File: src/common/vbus_pkg.sv
// vbus_pkg: constants for both ends and the interface between them.
// assumes both ends run on pclk from one reset, presetn.
//
// Summary of operation
// session end sets on low vbus
// session end off when both enables clear
// single-role link disables session end
// pulse vbus only after session end
// session valid readable in status
// session valid change sends rx cmd
// session valid enables gate irq only
// link uses session valid
// vbus valid off when both enables clear
// peripheral link disables vbus valid
// indicator tied high, selection off
// rx cmd vbus valid via mux
// peripheral ignores vbus valid
// discharge follows otg bit 3
// charge follows otg bit 4
// link drives external vbus supply
// comparators synchronised, edges detected
package vbus_pkg;

    // ------------------------------------------------------------
    // link clock
    // ------------------------------------------------------------
    localparam int PCLK_PERIOD_NS = 25;
    localparam int LCLK_PERIOD_NS = 200;
    localparam int LCLK_DIV       = LCLK_PERIOD_NS / PCLK_PERIOD_NS;
    localparam int LCLK_CNT_W     = 3;
    localparam logic [LCLK_CNT_W-1:0] LCLK_LAST     = 3'h7;
    localparam logic [LCLK_CNT_W-1:0] LCLK_FALL_CNT = 3'h3;
    localparam logic [LCLK_CNT_W-1:0] DEV_SAMPLE_CNT = 3'h3;

    // ------------------------------------------------------------
    // transceiver register port
    // ------------------------------------------------------------
    localparam int REG_AW = 2;
    localparam int REG_DW = 8;
    localparam logic [REG_AW-1:0] RA_RISE_EN = 2'h0;
    localparam logic [REG_AW-1:0] RA_FALL_EN = 2'h1;
    localparam logic [REG_AW-1:0] RA_OTG_CTL = 2'h2;
    localparam logic [REG_AW-1:0] RA_IND_CTL = 2'h3;
    localparam logic [REG_DW-1:0] REG_RESET  = 8'h00;

    // status / enable bit positions
    localparam int ST_VBUS_VALID = 1;
    localparam int ST_SESS_VALID = 2;
    localparam int ST_SESS_END   = 3;
    // otg control bits
    localparam int OTG_DISCHARGE = 3;
    localparam int OTG_CHARGE    = 4;
    localparam int OTG_EXT_DRIVE = 5;
    // indicator control bits
    localparam int IND_SELECT = 0;
    localparam int IND_BYPASS = 1;
    localparam int IND_INVERT = 2;
    localparam logic EXT_INDICATOR_LEVEL = 1'b1;

    // rx cmd layout: [3:2] vbus state, [4] interrupt
    localparam int RX_STATE_LSB = 2;
    localparam int RX_INT_BIT   = 4;
    localparam logic [1:0] VS_BELOW_END = 2'h0;
    localparam logic [1:0] VS_END_SV    = 2'h1;
    localparam logic [1:0] VS_SV_VB     = 2'h2;
    localparam logic [1:0] VS_VBUS_OK   = 2'h3;

    // ------------------------------------------------------------
    // link controller apb map
    // ------------------------------------------------------------
    localparam int APB_AW = 8;
    localparam logic [APB_AW-1:0] A_RISE_EN  = 8'h00;
    localparam logic [APB_AW-1:0] A_FALL_EN  = 8'h04;
    localparam logic [APB_AW-1:0] A_OTG_CTL  = 8'h08;
    localparam logic [APB_AW-1:0] A_IND_CTL  = 8'h0c;
    localparam logic [APB_AW-1:0] A_STATUS   = 8'h10;
    localparam logic [APB_AW-1:0] A_INT_STAT = 8'h14;
    localparam logic [APB_AW-1:0] A_INT_MASK = 8'h18;
    localparam logic [APB_AW-1:0] A_ROLE     = 8'h1c;
    localparam int INT_W = 4;
    localparam int EV_RXCMD = 0;
    localparam int EV_SV    = 1;
    localparam int EV_VB    = 2;
    localparam int EV_SE    = 3;

    typedef enum logic [1:0] {ROLE_OTG, ROLE_HOST, ROLE_PERIPH} role_t;

endpackage : vbus_pkg

File: src/common/vbus_link_if.sv
// vbus_link_if: wires between transceiver end and link end.
// assumes the transceiver end drives lclk and the link end samples it.
`timescale 1ns/1ps
`default_nettype none
interface vbus_link_if;
    import vbus_pkg::*;
    logic              lclk;
    logic              wr_stb;
    logic [REG_AW-1:0] wr_addr;
    logic [REG_DW-1:0] wr_data;
    logic              rxcmd_valid;
    logic [REG_DW-1:0] rxcmd_data;
    logic [REG_DW-1:0] status;

    modport dev_end (output lclk, rxcmd_valid, rxcmd_data, status,
                     input  wr_stb, wr_addr, wr_data);
    modport link_end (input  lclk, rxcmd_valid, rxcmd_data, status,
                      output wr_stb, wr_addr, wr_data);
endinterface : vbus_link_if
`default_nettype wire

File: src/core/vbus_link_end.sv
// vbus_link_end: link controller with apb registers, drives the transceiver.
// assumes lclk arrives from the transceiver and is sampled on pclk.
`timescale 1ns/1ps
`default_nettype none
module vbus_link_end (
    // clock and reset
    input  wire logic                   pclk,
    input  wire logic                   presetn,
    // apb slave
    input  wire logic                   psel,
    input  wire logic                   penable,
    input  wire logic                   pwrite,
    input  wire logic [vbus_pkg::APB_AW-1:0] paddr,
    input  wire logic [31:0]            pwdata,
    output logic      [31:0]            prdata,
    output logic                        pready,
    output logic                        pslverr,
    output logic                        irq,
    // transceiver side
    vbus_link_if.link_end               lnk,
    // user side
    output logic                        session_present,
    output logic                        vbus_ok,
    output logic                        ext_supply_drive_ctl
);
    import vbus_pkg::*;

    // ------------------------------------------------------------
    // synchronisers and link clock edges
    // ------------------------------------------------------------
    localparam int RX_W = 1 + 2 * REG_DW;
    logic            lclk_s1_reg, lclk_s2_reg, lclk_prev_reg;
    logic [RX_W-1:0] rx_s1_reg, rx_s2_reg;

    // two flops on every transceiver output
    always_ff @(posedge pclk or negedge presetn) begin
        if (!presetn) begin
            lclk_s1_reg   <= 1'b1;   // lclk idles high
            lclk_s2_reg   <= 1'b1;
            lclk_prev_reg <= 1'b1;
            rx_s1_reg     <= '0;
            rx_s2_reg     <= '0;
        end else begin
            lclk_s1_reg   <= lnk.lclk;
            lclk_s2_reg   <= lclk_s1_reg;
            lclk_prev_reg <= lclk_s2_reg;
            rx_s1_reg <= {lnk.rxcmd_valid, lnk.rxcmd_data, lnk.status};
            rx_s2_reg <= rx_s1_reg;
        end
    end

    wire              l_rise  = lclk_s2_reg & ~lclk_prev_reg;
    wire              l_fall  = ~lclk_s2_reg & lclk_prev_reg;
    wire              rxv_s   = rx_s2_reg[RX_W-1];
    wire [REG_DW-1:0] rxd_s   = rx_s2_reg[REG_DW +: REG_DW];
    wire [REG_DW-1:0] dstat_s = rx_s2_reg[REG_DW-1:0];

    // ------------------------------------------------------------
    // apb decode
    // ------------------------------------------------------------
    logic [REG_DW-1:0] rise_reg, fall_reg, otg_reg, ind_reg;
    logic [INT_W-1:0]  int_stat_reg, int_mask_reg;
    logic [1:0]        role_reg;
    logic [REG_DW-1:0] flags_reg;
    logic [31:0]       prdata_reg;

    wire acc    = psel & penable;
    wire wr     = acc & pwrite;
    wire w_rise = wr & (paddr == A_RISE_EN);
    wire w_fall = wr & (paddr == A_FALL_EN);
    wire w_otg  = wr & (paddr == A_OTG_CTL);
    wire w_ind  = wr & (paddr == A_IND_CTL);
    wire w_stat = wr & (paddr == A_INT_STAT);
    wire w_mask = wr & (paddr == A_INT_MASK);
    wire w_role = wr & (paddr == A_ROLE);
    // offsets are dense and word aligned
    wire hit    = (paddr[1:0] == 2'h0) &
                  (paddr <= A_ROLE);

    // read mux, captured in the setup cycle
    wire [31:0] rmux =
        (paddr == A_RISE_EN)  ? {24'h0, rise_reg} :
        (paddr == A_FALL_EN)  ? {24'h0, fall_reg} :
        (paddr == A_OTG_CTL)  ? {24'h0, otg_reg} :
        (paddr == A_IND_CTL)  ? {24'h0, ind_reg} :
        (paddr == A_STATUS)   ? {16'h0, dstat_s, flags_reg} :
        (paddr == A_INT_STAT) ? {28'h0, int_stat_reg} :
        (paddr == A_INT_MASK) ? {28'h0, int_mask_reg} :
        (paddr == A_ROLE)     ? {30'h0, role_reg} : 32'h0;

    assign pready  = 1'b1;
    assign pslverr = acc & ~hit;
    assign prdata  = prdata_reg;

    // ------------------------------------------------------------
    // values forwarded to the transceiver
    // ------------------------------------------------------------
    wire is_host   = (role_reg == ROLE_HOST);
    wire is_periph = (role_reg == ROLE_PERIPH);
    logic [REG_DW-1:0] role_keep;
    // single-role links switch unused comparators off
    always_comb begin
        role_keep                = 8'hff;
        role_keep[ST_SESS_END]   = ~(is_host | is_periph);
        role_keep[ST_VBUS_VALID] = ~is_periph;
    end

    logic pulse_ok_reg;
    // charging is held back until the session has ended
    wire se_seen       = flags_reg[ST_SESS_END];
    wire pulse_ok_next = otg_reg[OTG_CHARGE] & (pulse_ok_reg | se_seen);
    logic [REG_DW-1:0] otg_eff;
    always_comb begin
        otg_eff             = otg_reg;
        otg_eff[OTG_CHARGE] = otg_reg[OTG_CHARGE] & pulse_ok_reg;
    end

    // pending register transfers, one per link clock period
    logic [3:0]        dirty_reg;
    logic              wstb_reg;
    logic [REG_AW-1:0] waddr_reg;
    logic [REG_DW-1:0] wdata_reg;
    wire [REG_AW-1:0] pick = dirty_reg[0] ? RA_RISE_EN :
                             dirty_reg[1] ? RA_FALL_EN :
                             dirty_reg[2] ? RA_OTG_CTL : RA_IND_CTL;
    wire [REG_DW-1:0] pick_data =
        (pick == RA_RISE_EN) ? (rise_reg & role_keep) :
        (pick == RA_FALL_EN) ? (fall_reg & role_keep) :
        (pick == RA_OTG_CTL) ? otg_eff : ind_reg;
    wire       send    = l_fall & (|dirty_reg);
    wire [3:0] clr     = send ? (4'h1 << pick) : 4'h0;
    wire       pok_chg = pulse_ok_next ^ pulse_ok_reg;
    wire [3:0] set     = {w_ind, w_otg | pok_chg,
                          w_fall | w_role, w_rise | w_role};

    // ------------------------------------------------------------
    // rx cmd decode and events
    // ------------------------------------------------------------
    wire [1:0] vs = rxd_s[RX_STATE_LSB +: 2];
    logic [REG_DW-1:0] flags_new;
    always_comb begin
        flags_new                = '0;
        flags_new[ST_VBUS_VALID] = (vs == VS_VBUS_OK);
        flags_new[ST_SESS_VALID] = (vs == VS_SV_VB) | (vs == VS_VBUS_OK);
        flags_new[ST_SESS_END]   = (vs == VS_BELOW_END);
    end
    wire              rx_take = l_rise & rxv_s;
    wire [REG_DW-1:0] fdiff   = flags_new ^ flags_reg;
    wire [INT_W-1:0]  ev = rx_take ? {fdiff[ST_SESS_END],
                                      fdiff[ST_VBUS_VALID],
                                      fdiff[ST_SESS_VALID], 1'b1} : '0;
    wire [INT_W-1:0]  w1c = w_stat ? pwdata[INT_W-1:0] : '0;

    // apb registers, events win over write-one-to-clear
    always_ff @(posedge pclk or negedge presetn) begin
        if (!presetn) begin
            rise_reg     <= REG_RESET;
            fall_reg     <= REG_RESET;
            otg_reg      <= REG_RESET;
            ind_reg      <= REG_RESET;
            role_reg     <= ROLE_OTG;
            int_mask_reg <= '0;
            int_stat_reg <= '0;
            flags_reg    <= '0;
            prdata_reg   <= '0;
            pulse_ok_reg <= 1'b0;
        end else begin
            if (w_rise) rise_reg <= pwdata[REG_DW-1:0];
            if (w_fall) fall_reg <= pwdata[REG_DW-1:0];
            if (w_otg)  otg_reg  <= pwdata[REG_DW-1:0];
            if (w_ind)  ind_reg  <= pwdata[REG_DW-1:0];
            if (w_role) role_reg <= pwdata[1:0];
            if (w_mask) int_mask_reg <= pwdata[INT_W-1:0];
            int_stat_reg <= ev | (int_stat_reg & ~w1c);
            if (rx_take) flags_reg <= flags_new;
            if (psel & ~penable) prdata_reg <= rmux;
            pulse_ok_reg <= pulse_ok_next;
        end
    end

    // transfers toward the transceiver change on the falling link clock
    always_ff @(posedge pclk or negedge presetn) begin
        if (!presetn) begin
            dirty_reg <= '0;
            wstb_reg  <= 1'b0;
            waddr_reg <= '0;
            wdata_reg <= '0;
        end else begin
            dirty_reg <= set | (dirty_reg & ~clr);
            if (l_fall) begin
                wstb_reg  <= |dirty_reg;
                waddr_reg <= pick;
                wdata_reg <= pick_data;
            end
        end
    end

    assign lnk.wr_stb  = wstb_reg;
    assign lnk.wr_addr = waddr_reg;
    assign lnk.wr_data = wdata_reg;

    assign irq = |(int_stat_reg & int_mask_reg);
    assign session_present = flags_reg[ST_SESS_VALID];
    assign vbus_ok = flags_reg[ST_VBUS_VALID] & ~is_periph;
    assign ext_supply_drive_ctl = otg_reg[OTG_EXT_DRIVE];

endmodule : vbus_link_end
`default_nettype wire

File: src/flat_wrapper.sv
// flat-port wrapper written by rule: the top's interface ports become plain ports
module vbus_link_end_flat import vbus_pkg::*;
  (pclk, presetn, psel, penable, pwrite, paddr, pwdata, prdata, pready, pslverr, irq, session_present, vbus_ok, ext_supply_drive_ctl, lnk_lclk, lnk_rxcmd_valid, lnk_rxcmd_data, lnk_status, lnk_wr_stb, lnk_wr_addr, lnk_wr_data);
  vbus_link_if lnk_i ();
  input  wire logic pclk;
  input  wire logic presetn;
  input  wire logic psel;
  input  wire logic penable;
  input  wire logic pwrite;
  input  wire logic [vbus_pkg::APB_AW-1:0] paddr;
  input  wire logic [31:0] pwdata;
  output logic      [31:0] prdata;
  output logic pready;
  output logic pslverr;
  output logic irq;
  output logic session_present;
  output logic vbus_ok;
  output logic ext_supply_drive_ctl;
  input wire logic [$bits(lnk_i.lclk)-1:0] lnk_lclk;
  input wire logic [$bits(lnk_i.rxcmd_valid)-1:0] lnk_rxcmd_valid;
  input wire logic [$bits(lnk_i.rxcmd_data)-1:0] lnk_rxcmd_data;
  input wire logic [$bits(lnk_i.status)-1:0] lnk_status;
  output wire logic [$bits(lnk_i.wr_stb)-1:0] lnk_wr_stb;
  output wire logic [$bits(lnk_i.wr_addr)-1:0] lnk_wr_addr;
  output wire logic [$bits(lnk_i.wr_data)-1:0] lnk_wr_data;
  assign lnk_i.lclk = lnk_lclk;
  assign lnk_i.rxcmd_valid = lnk_rxcmd_valid;
  assign lnk_i.rxcmd_data = lnk_rxcmd_data;
  assign lnk_i.status = lnk_status;
  assign lnk_wr_stb = lnk_i.wr_stb;
  assign lnk_wr_addr = lnk_i.wr_addr;
  assign lnk_wr_data = lnk_i.wr_data;
  vbus_link_end u_core (.pclk(pclk), .presetn(presetn), .psel(psel), .penable(penable), .pwrite(pwrite), .paddr(paddr), .pwdata(pwdata), .prdata(prdata), .pready(pready), .pslverr(pslverr), .irq(irq), .lnk(lnk_i), .session_present(session_present), .vbus_ok(vbus_ok), .ext_supply_drive_ctl(ext_supply_drive_ctl));
endmodule
File: config.mk
export PLATFORM = sky130hd
export DESIGN_NAME = vbus_link_end_flat
export DESIGN_NICKNAME = d
export VERILOG_FILES = /design/src/common/vbus_pkg.sv /design/src/common/vbus_link_if.sv /design/src/core/vbus_link_end.sv /design/src/flat_wrapper.sv
export SDC_FILE = /design/constraint.sdc
export NUM_CORES = 1
export LEC_CHECK = 0
export ABC_AREA = 1
export BUFFER_PORTS_ARGS = -buffer_cell sky130_fd_sc_hd__buf_4
export CORE_MARGIN = 3
export CORE_UTILIZATION = 50
export DETAILED_ROUTE_END_ITERATION = 10
export GPL_TIMING_DRIVEN = 0
export HOLD_SLACK_MARGIN = 0.05
export PLACE_DENSITY = 0.83
export SLEW_MARGIN = 10
export SYNTH_ARGS = -nofsm -noshare
export SYNTH_HDL_FRONTEND = slang
export SYNTH_SLANG_ARGS = --single-unit
File: constraint.sdc
create_clock -name pclk -period 2.8 [get_ports pclk]
set_clock_uncertainty 0.2 [all_clocks]
set_input_delay 0.56 -clock pclk [delete_from_list [all_inputs] [get_ports pclk]]
set_output_delay 0.56 -clock pclk [all_outputs]
set_load 0.03 [all_outputs]
# Yosys cells after proc, flatten, opt, wreduce, memory -nomap -nowiden
# Index checks and enable logic that the tools add are counted.
[classes]
n_bitwise = 42
reduce_logical = 6
n_mux = 17
eq_ne = 13
n_shift = 1
order_cmp = 1
[ops]
columns = ["cell", "count"]
rows = [
  ["$mux 32", 7],
  ["$eq 8x5->1 const B", 4],
  ["$mux 8", 3],
  ["$and 1x1->1", 19],
  ["$and 8x8->8", 2],
  ["$eq 8x4->1 const B", 2],
  ["$and 4x4->4", 3],
  ["$mux 4", 3],
  ["$eq 2x2->1 const B", 4],
  ["$eq 8x3->1 const B", 1],
  ["$le 8x5->1 const B", 1],
  ["$logic_not 8->1", 1],
  ["$not 4->4", 2],
  ["$or 4x4->4", 2],
  ["$reduce_or 4->1", 2],
  ["$logic_not 2->1", 3],
  ["$mux 2", 3],
  ["$not 1->1", 6],
  ["$or 1x1->1", 6],
  ["$eq 2x1->1 const B", 2],
  ["$shl 1x2->4 const A", 1],
  ["$xor 4x4->4", 1],
  ["$mux 1", 1],
  ["$xor 1x1->1", 1],
]
[totals]
wordCells = 99
input_bits = 63
out_inout_bits = 49
register_bits = 130

# Logic depth before layout (Yosys ltp)
[depth]
word_depth = 9
depth_mapped = 12

# Least setup slack after synthesis
# OpenSTA, ideal clock, no wires.
[synth_path]
path_kind = "input port to output port"
start = "input port paddr[1] (netlist name)"
end = "output port pslverr"
cell_stages = 4
slack_ns = 0.809
t_arrival_ns = 1.231
path_cell_list = "inv_1 nand2_4 o311ai_0 inv_1"
[synth_between]
elab_chain_cells = 4
word_cells_on_any_way = 5
cone_classes = "1 x order compare; 3 x bitwise; 1 x reduce/logical"
[synth_lines]
columns = ["element", "line_no", "text"]
rows = [
  ["from (decl)", "flat_wrapper.sv:10", "input wire logic [vbus_pkg::APB_AW-1:0] paddr;"],
  ["$le 8x5->1 / $logic_not 2->1 (equally long branches)", "vbus_link_end.sv:78, vbus_link_end.sv:77", ""],
  ["$and 1x1->1 (*)", "vbus_link_end.sv:77", "wire hit = (paddr[1:0] == 2'h0) &"],
  ["$not 1->1 (*)", "vbus_link_end.sv:92", "assign pslverr = acc & ~hit;"],
  ["$and 1x1->1 (*)", "vbus_link_end.sv:92", ""],
  ["to (decl)", "flat_wrapper.sv:14", "output logic pslverr;"],
]
# Mark *: on every way between the ends. The rest lies on a longest branch, timed or not.

# Final worst setup path
# Same ends and word-level chain as after synthesis.

==> results.sh <==
export IMPL_rows=34
export IMPL_period_needed_ns=2.179
export IMPL_die_w_um=102.4
export IMPL_internal_power_uw=2034
export IMPL_netlist_top_cells_count="nand2_1 (112), dfrtp_1 (99), inv_1 (37)"
export IMPL_clock_latency_ns=0.36
export IMPL_cts_tree="yes"
export IMPL_h_tree_depth=3
export IMPL_drv_cap=0
export IMPL_core_um2=8891
export IMPL_io_pins=112
export IMPL_synthFlopType="dfrtp_1"
export IMPL_track_usage_pct=21.32
export IMPL_crit_slowest_cell="o311ai_0"
export IMPL_dp_cells=670
export IMPL_netlist_area_um2=4643
export IMPL_slew_headroom_pct=40.81
export IMPL_r2r_slack_ns=0.93
export IMPL_synth_top_area_cell="dfrtp_1"
export IMPL_die_h_um=102.4
export IMPL_r2r_end="u_core.dirty_reg[3]"
export IMPL_finalSetupViolCount=0
export IMPL_yosysUniqueCellTypes=42
export IMPL_layoutNonFillerInstCount=686
export IMPL_largest_reg_flops=16
export IMPL_hold_path_class="input pin to async pin"
export IMPL_comb_power_share_pct=12.6
export IMPL_cp_arrival_ns=1.42
export IMPL_vdd_drop_max_mv=0.4204
export IMPL_gp_congestion=0.8771
export IMPL_cts_hold_buf=0
export IMPL_swShare_pct=27.22
export IMPL_timing_rr_start="u_core.lclk_prev_reg"
export IMPL_yosysTopAreaCellShare_pct=53.35
export IMPL_critPathRequiredTime_ns=2.04
export IMPL_cts_root_buf="clkbuf_8"
export IMPL_dieArea_um2=10480
export IMPL_drt_iter0_drc=316
export IMPL_grt_first_pass_wirelength_um=17380
export IMPL_preCtsSetupSlack_ns=0.6255
export IMPL_start_util_pct=52.22
export IMPL_cts_setup_buffers=0
export IMPL_yosys_cell_count_top_type="nand2_1"
export IMPL_drt_wl_total_um=10470
export IMPL_clock_sinks=102
export IMPL_overflow=0
export IMPL_period_share_pct=77.81
export IMPL_status="finished, final reports clean"
export IMPL_synth_edf_count=0
export IMPL_synth_cells=483
export IMPL_synth_area_leaders="dfrtp_1 (53%), nand2_1 (9.1%), o21ai_2 (3.2%)"
export IMPL_diodes=0
export IMPL_path_clk_slew_ns=0.09
export IMPL_filler_cell_count=751
export IMPL_final_net_count=637
export IMPL_rsz0062_at_grt="no"
export IMPL_postSynth_asyncResetShare_pct=100.0
export IMPL_dr_total_vias=3689
export IMPL_layout_drive_gt1_share_pct=28.55
export IMPL_ant_nets=0
export IMPL_dr_pass1_iters=5
export IMPL_critPathMaxStageDelay_ns=0.31
export IMPL_finalMaxSlewViolations=0
export IMPL_power_density_nw_per_um2=507.9
export IMPL_antenna_found_initial=0
export IMPL_ys_seq_area_share_pct=55.05
export IMPL_cts_buffer_depth=2
export IMPL_worstSetupPathType="input pin to output port"
export IMPL_cp_max_fo=5
export IMPL_setup_slack_ns=0.6214
export IMPL_syn_avg_cell_area_um2=9.613
export IMPL_p_clk_share_pct=31.5
export IMPL_via_per_inst=5.378
export IMPL_area_growth_pct=18.54
export IMPL_dp_hpwl_um=7706
export IMPL_share_seq_of_total_power_pct=55.9
export IMPL_place_port_buffers=64
export IMPL_cts_resized_gates=0
export IMPL_cts_made_buffers=9
export IMPL_rr_worst_depth=5
export IMPL_drc=0
export IMPL_grt_pass1_vias=3588
export IMPL_worst_pin_slew_ns=0.8879
export IMPL_critPathCaptureType="output port"
export IMPL_final_setup_tns_ns=0
export IMPL_worstPathCellList="buf_4 -> inv_1 -> nand2_4 -> o311ai_0 -> inv_1 -> buf_4"
export IMPL_power_switching_uw=761.0
export IMPL_crit_path_start_kind="input pin"
export IMPL_grt_start_max_net_pins=103
export IMPL_fin_util_pct=61.91
export IMPL_ys_seq_elements=102
export IMPL_post_drt_wl_per_cell_um=15.27
export IMPL_finalHoldViolCount=0
export IMPL_power_leakage_uw=0.002784
export IMPL_yosysWarnings=0
export IMPL_fmax_mhz=459.0
==> routing by layer <==
layer / up-vias / share of wire (%) / track usage, %
met2: 174 / 49 / 33.83
met3: 23 / 7.9 / 4.437
met5: - / 0 / 0
met4: 0 / 2.2 / 7.770
met1: 1752 / 41 / 29.18
li1: 1740 / - / -
==> area by class of cell <==
class	count	area (µm²)	share of cell area (%)
clock inverter	3	26.28	0.4774
multi-input combinational	319	1703	30.94
timing repair buffer	64	484.2	8.797
tap	108	135.1	2.455
clock buffer	13	158.9	2.887
buffer	33	271.5	4.933
inverter	44	168.9	3.069
sequential	102	2556	46.44
==> logic make-up after synthesis <==
| logic type | share of synthesized area (%) |
|---|---|
| AOI/OAI and AO/OA | 14.23 |
| buffers and inverters | 9.485 |
| and+or+nand+nor | 20.80 |
| DFF | 55.05 |
| other | 0.1617 |
| adders and majority gates | 0.2694 |
==> power groups by stage <==
stage / Clock (µW) / Sequential (µW) / Combinational (µW)
global placement: 0 / 1590 / 346
finish: 880 / 1560 / 353
global route: 956 / 1570 / 385
floorplan: 0 / 1630 / 162
CTS: 894 / 1560 / 355
detailed placement: 0 / 1590 / 354
==> through the flow <==
step	hold slack [ns]	instance area, µm²	total power (µW)
2_1_floorplan	0.06441	4700	1796
3_3_place_gp	0.1317	5315	1933
3_5_place_dp	0.1372	5315	1946
4_1_cts	0.09672	5500	2812
5_1_grt	0.08608	5504	2911
6_report	0.09795	5504	2795
==> worst max path at each step <==
stage	slack, ns	cells past startpoint	endpoint	start
2_1_floorplan	0.81	4	pslverr	paddr[1]
3_3_place_gp	0.65	6	pslverr	paddr[1]
3_5_place_dp	0.63	6	pslverr	paddr[1]
4_1_cts	0.63	6	pslverr	paddr[1]
5_1_grt	0.58	6	pslverr	paddr[1]
6_report	0.62	6	pslverr	paddr[1]
==> critical path, delay by kind of cell <==
kind,cells,cell delay [ns]
buf+inv,4,0.45
compound gates,1,0.31
simple gates,1,0.09
==> placed cells by master (no fill, tap or decap), types with 9 or more instances in the layout <==
cell and n:
nand2_2 9, conb_1 17, clkbuf_8 12, o21ai_2 17
dfrtp_1 99, nor2_1 26, o21ai_0 21, o21ai_1 16
inv_1 37, a21oi_1 15, nand2_1 112, buf_4 82
nand3_1 28
Note: power is estimated with default switching activity, not from simulation.
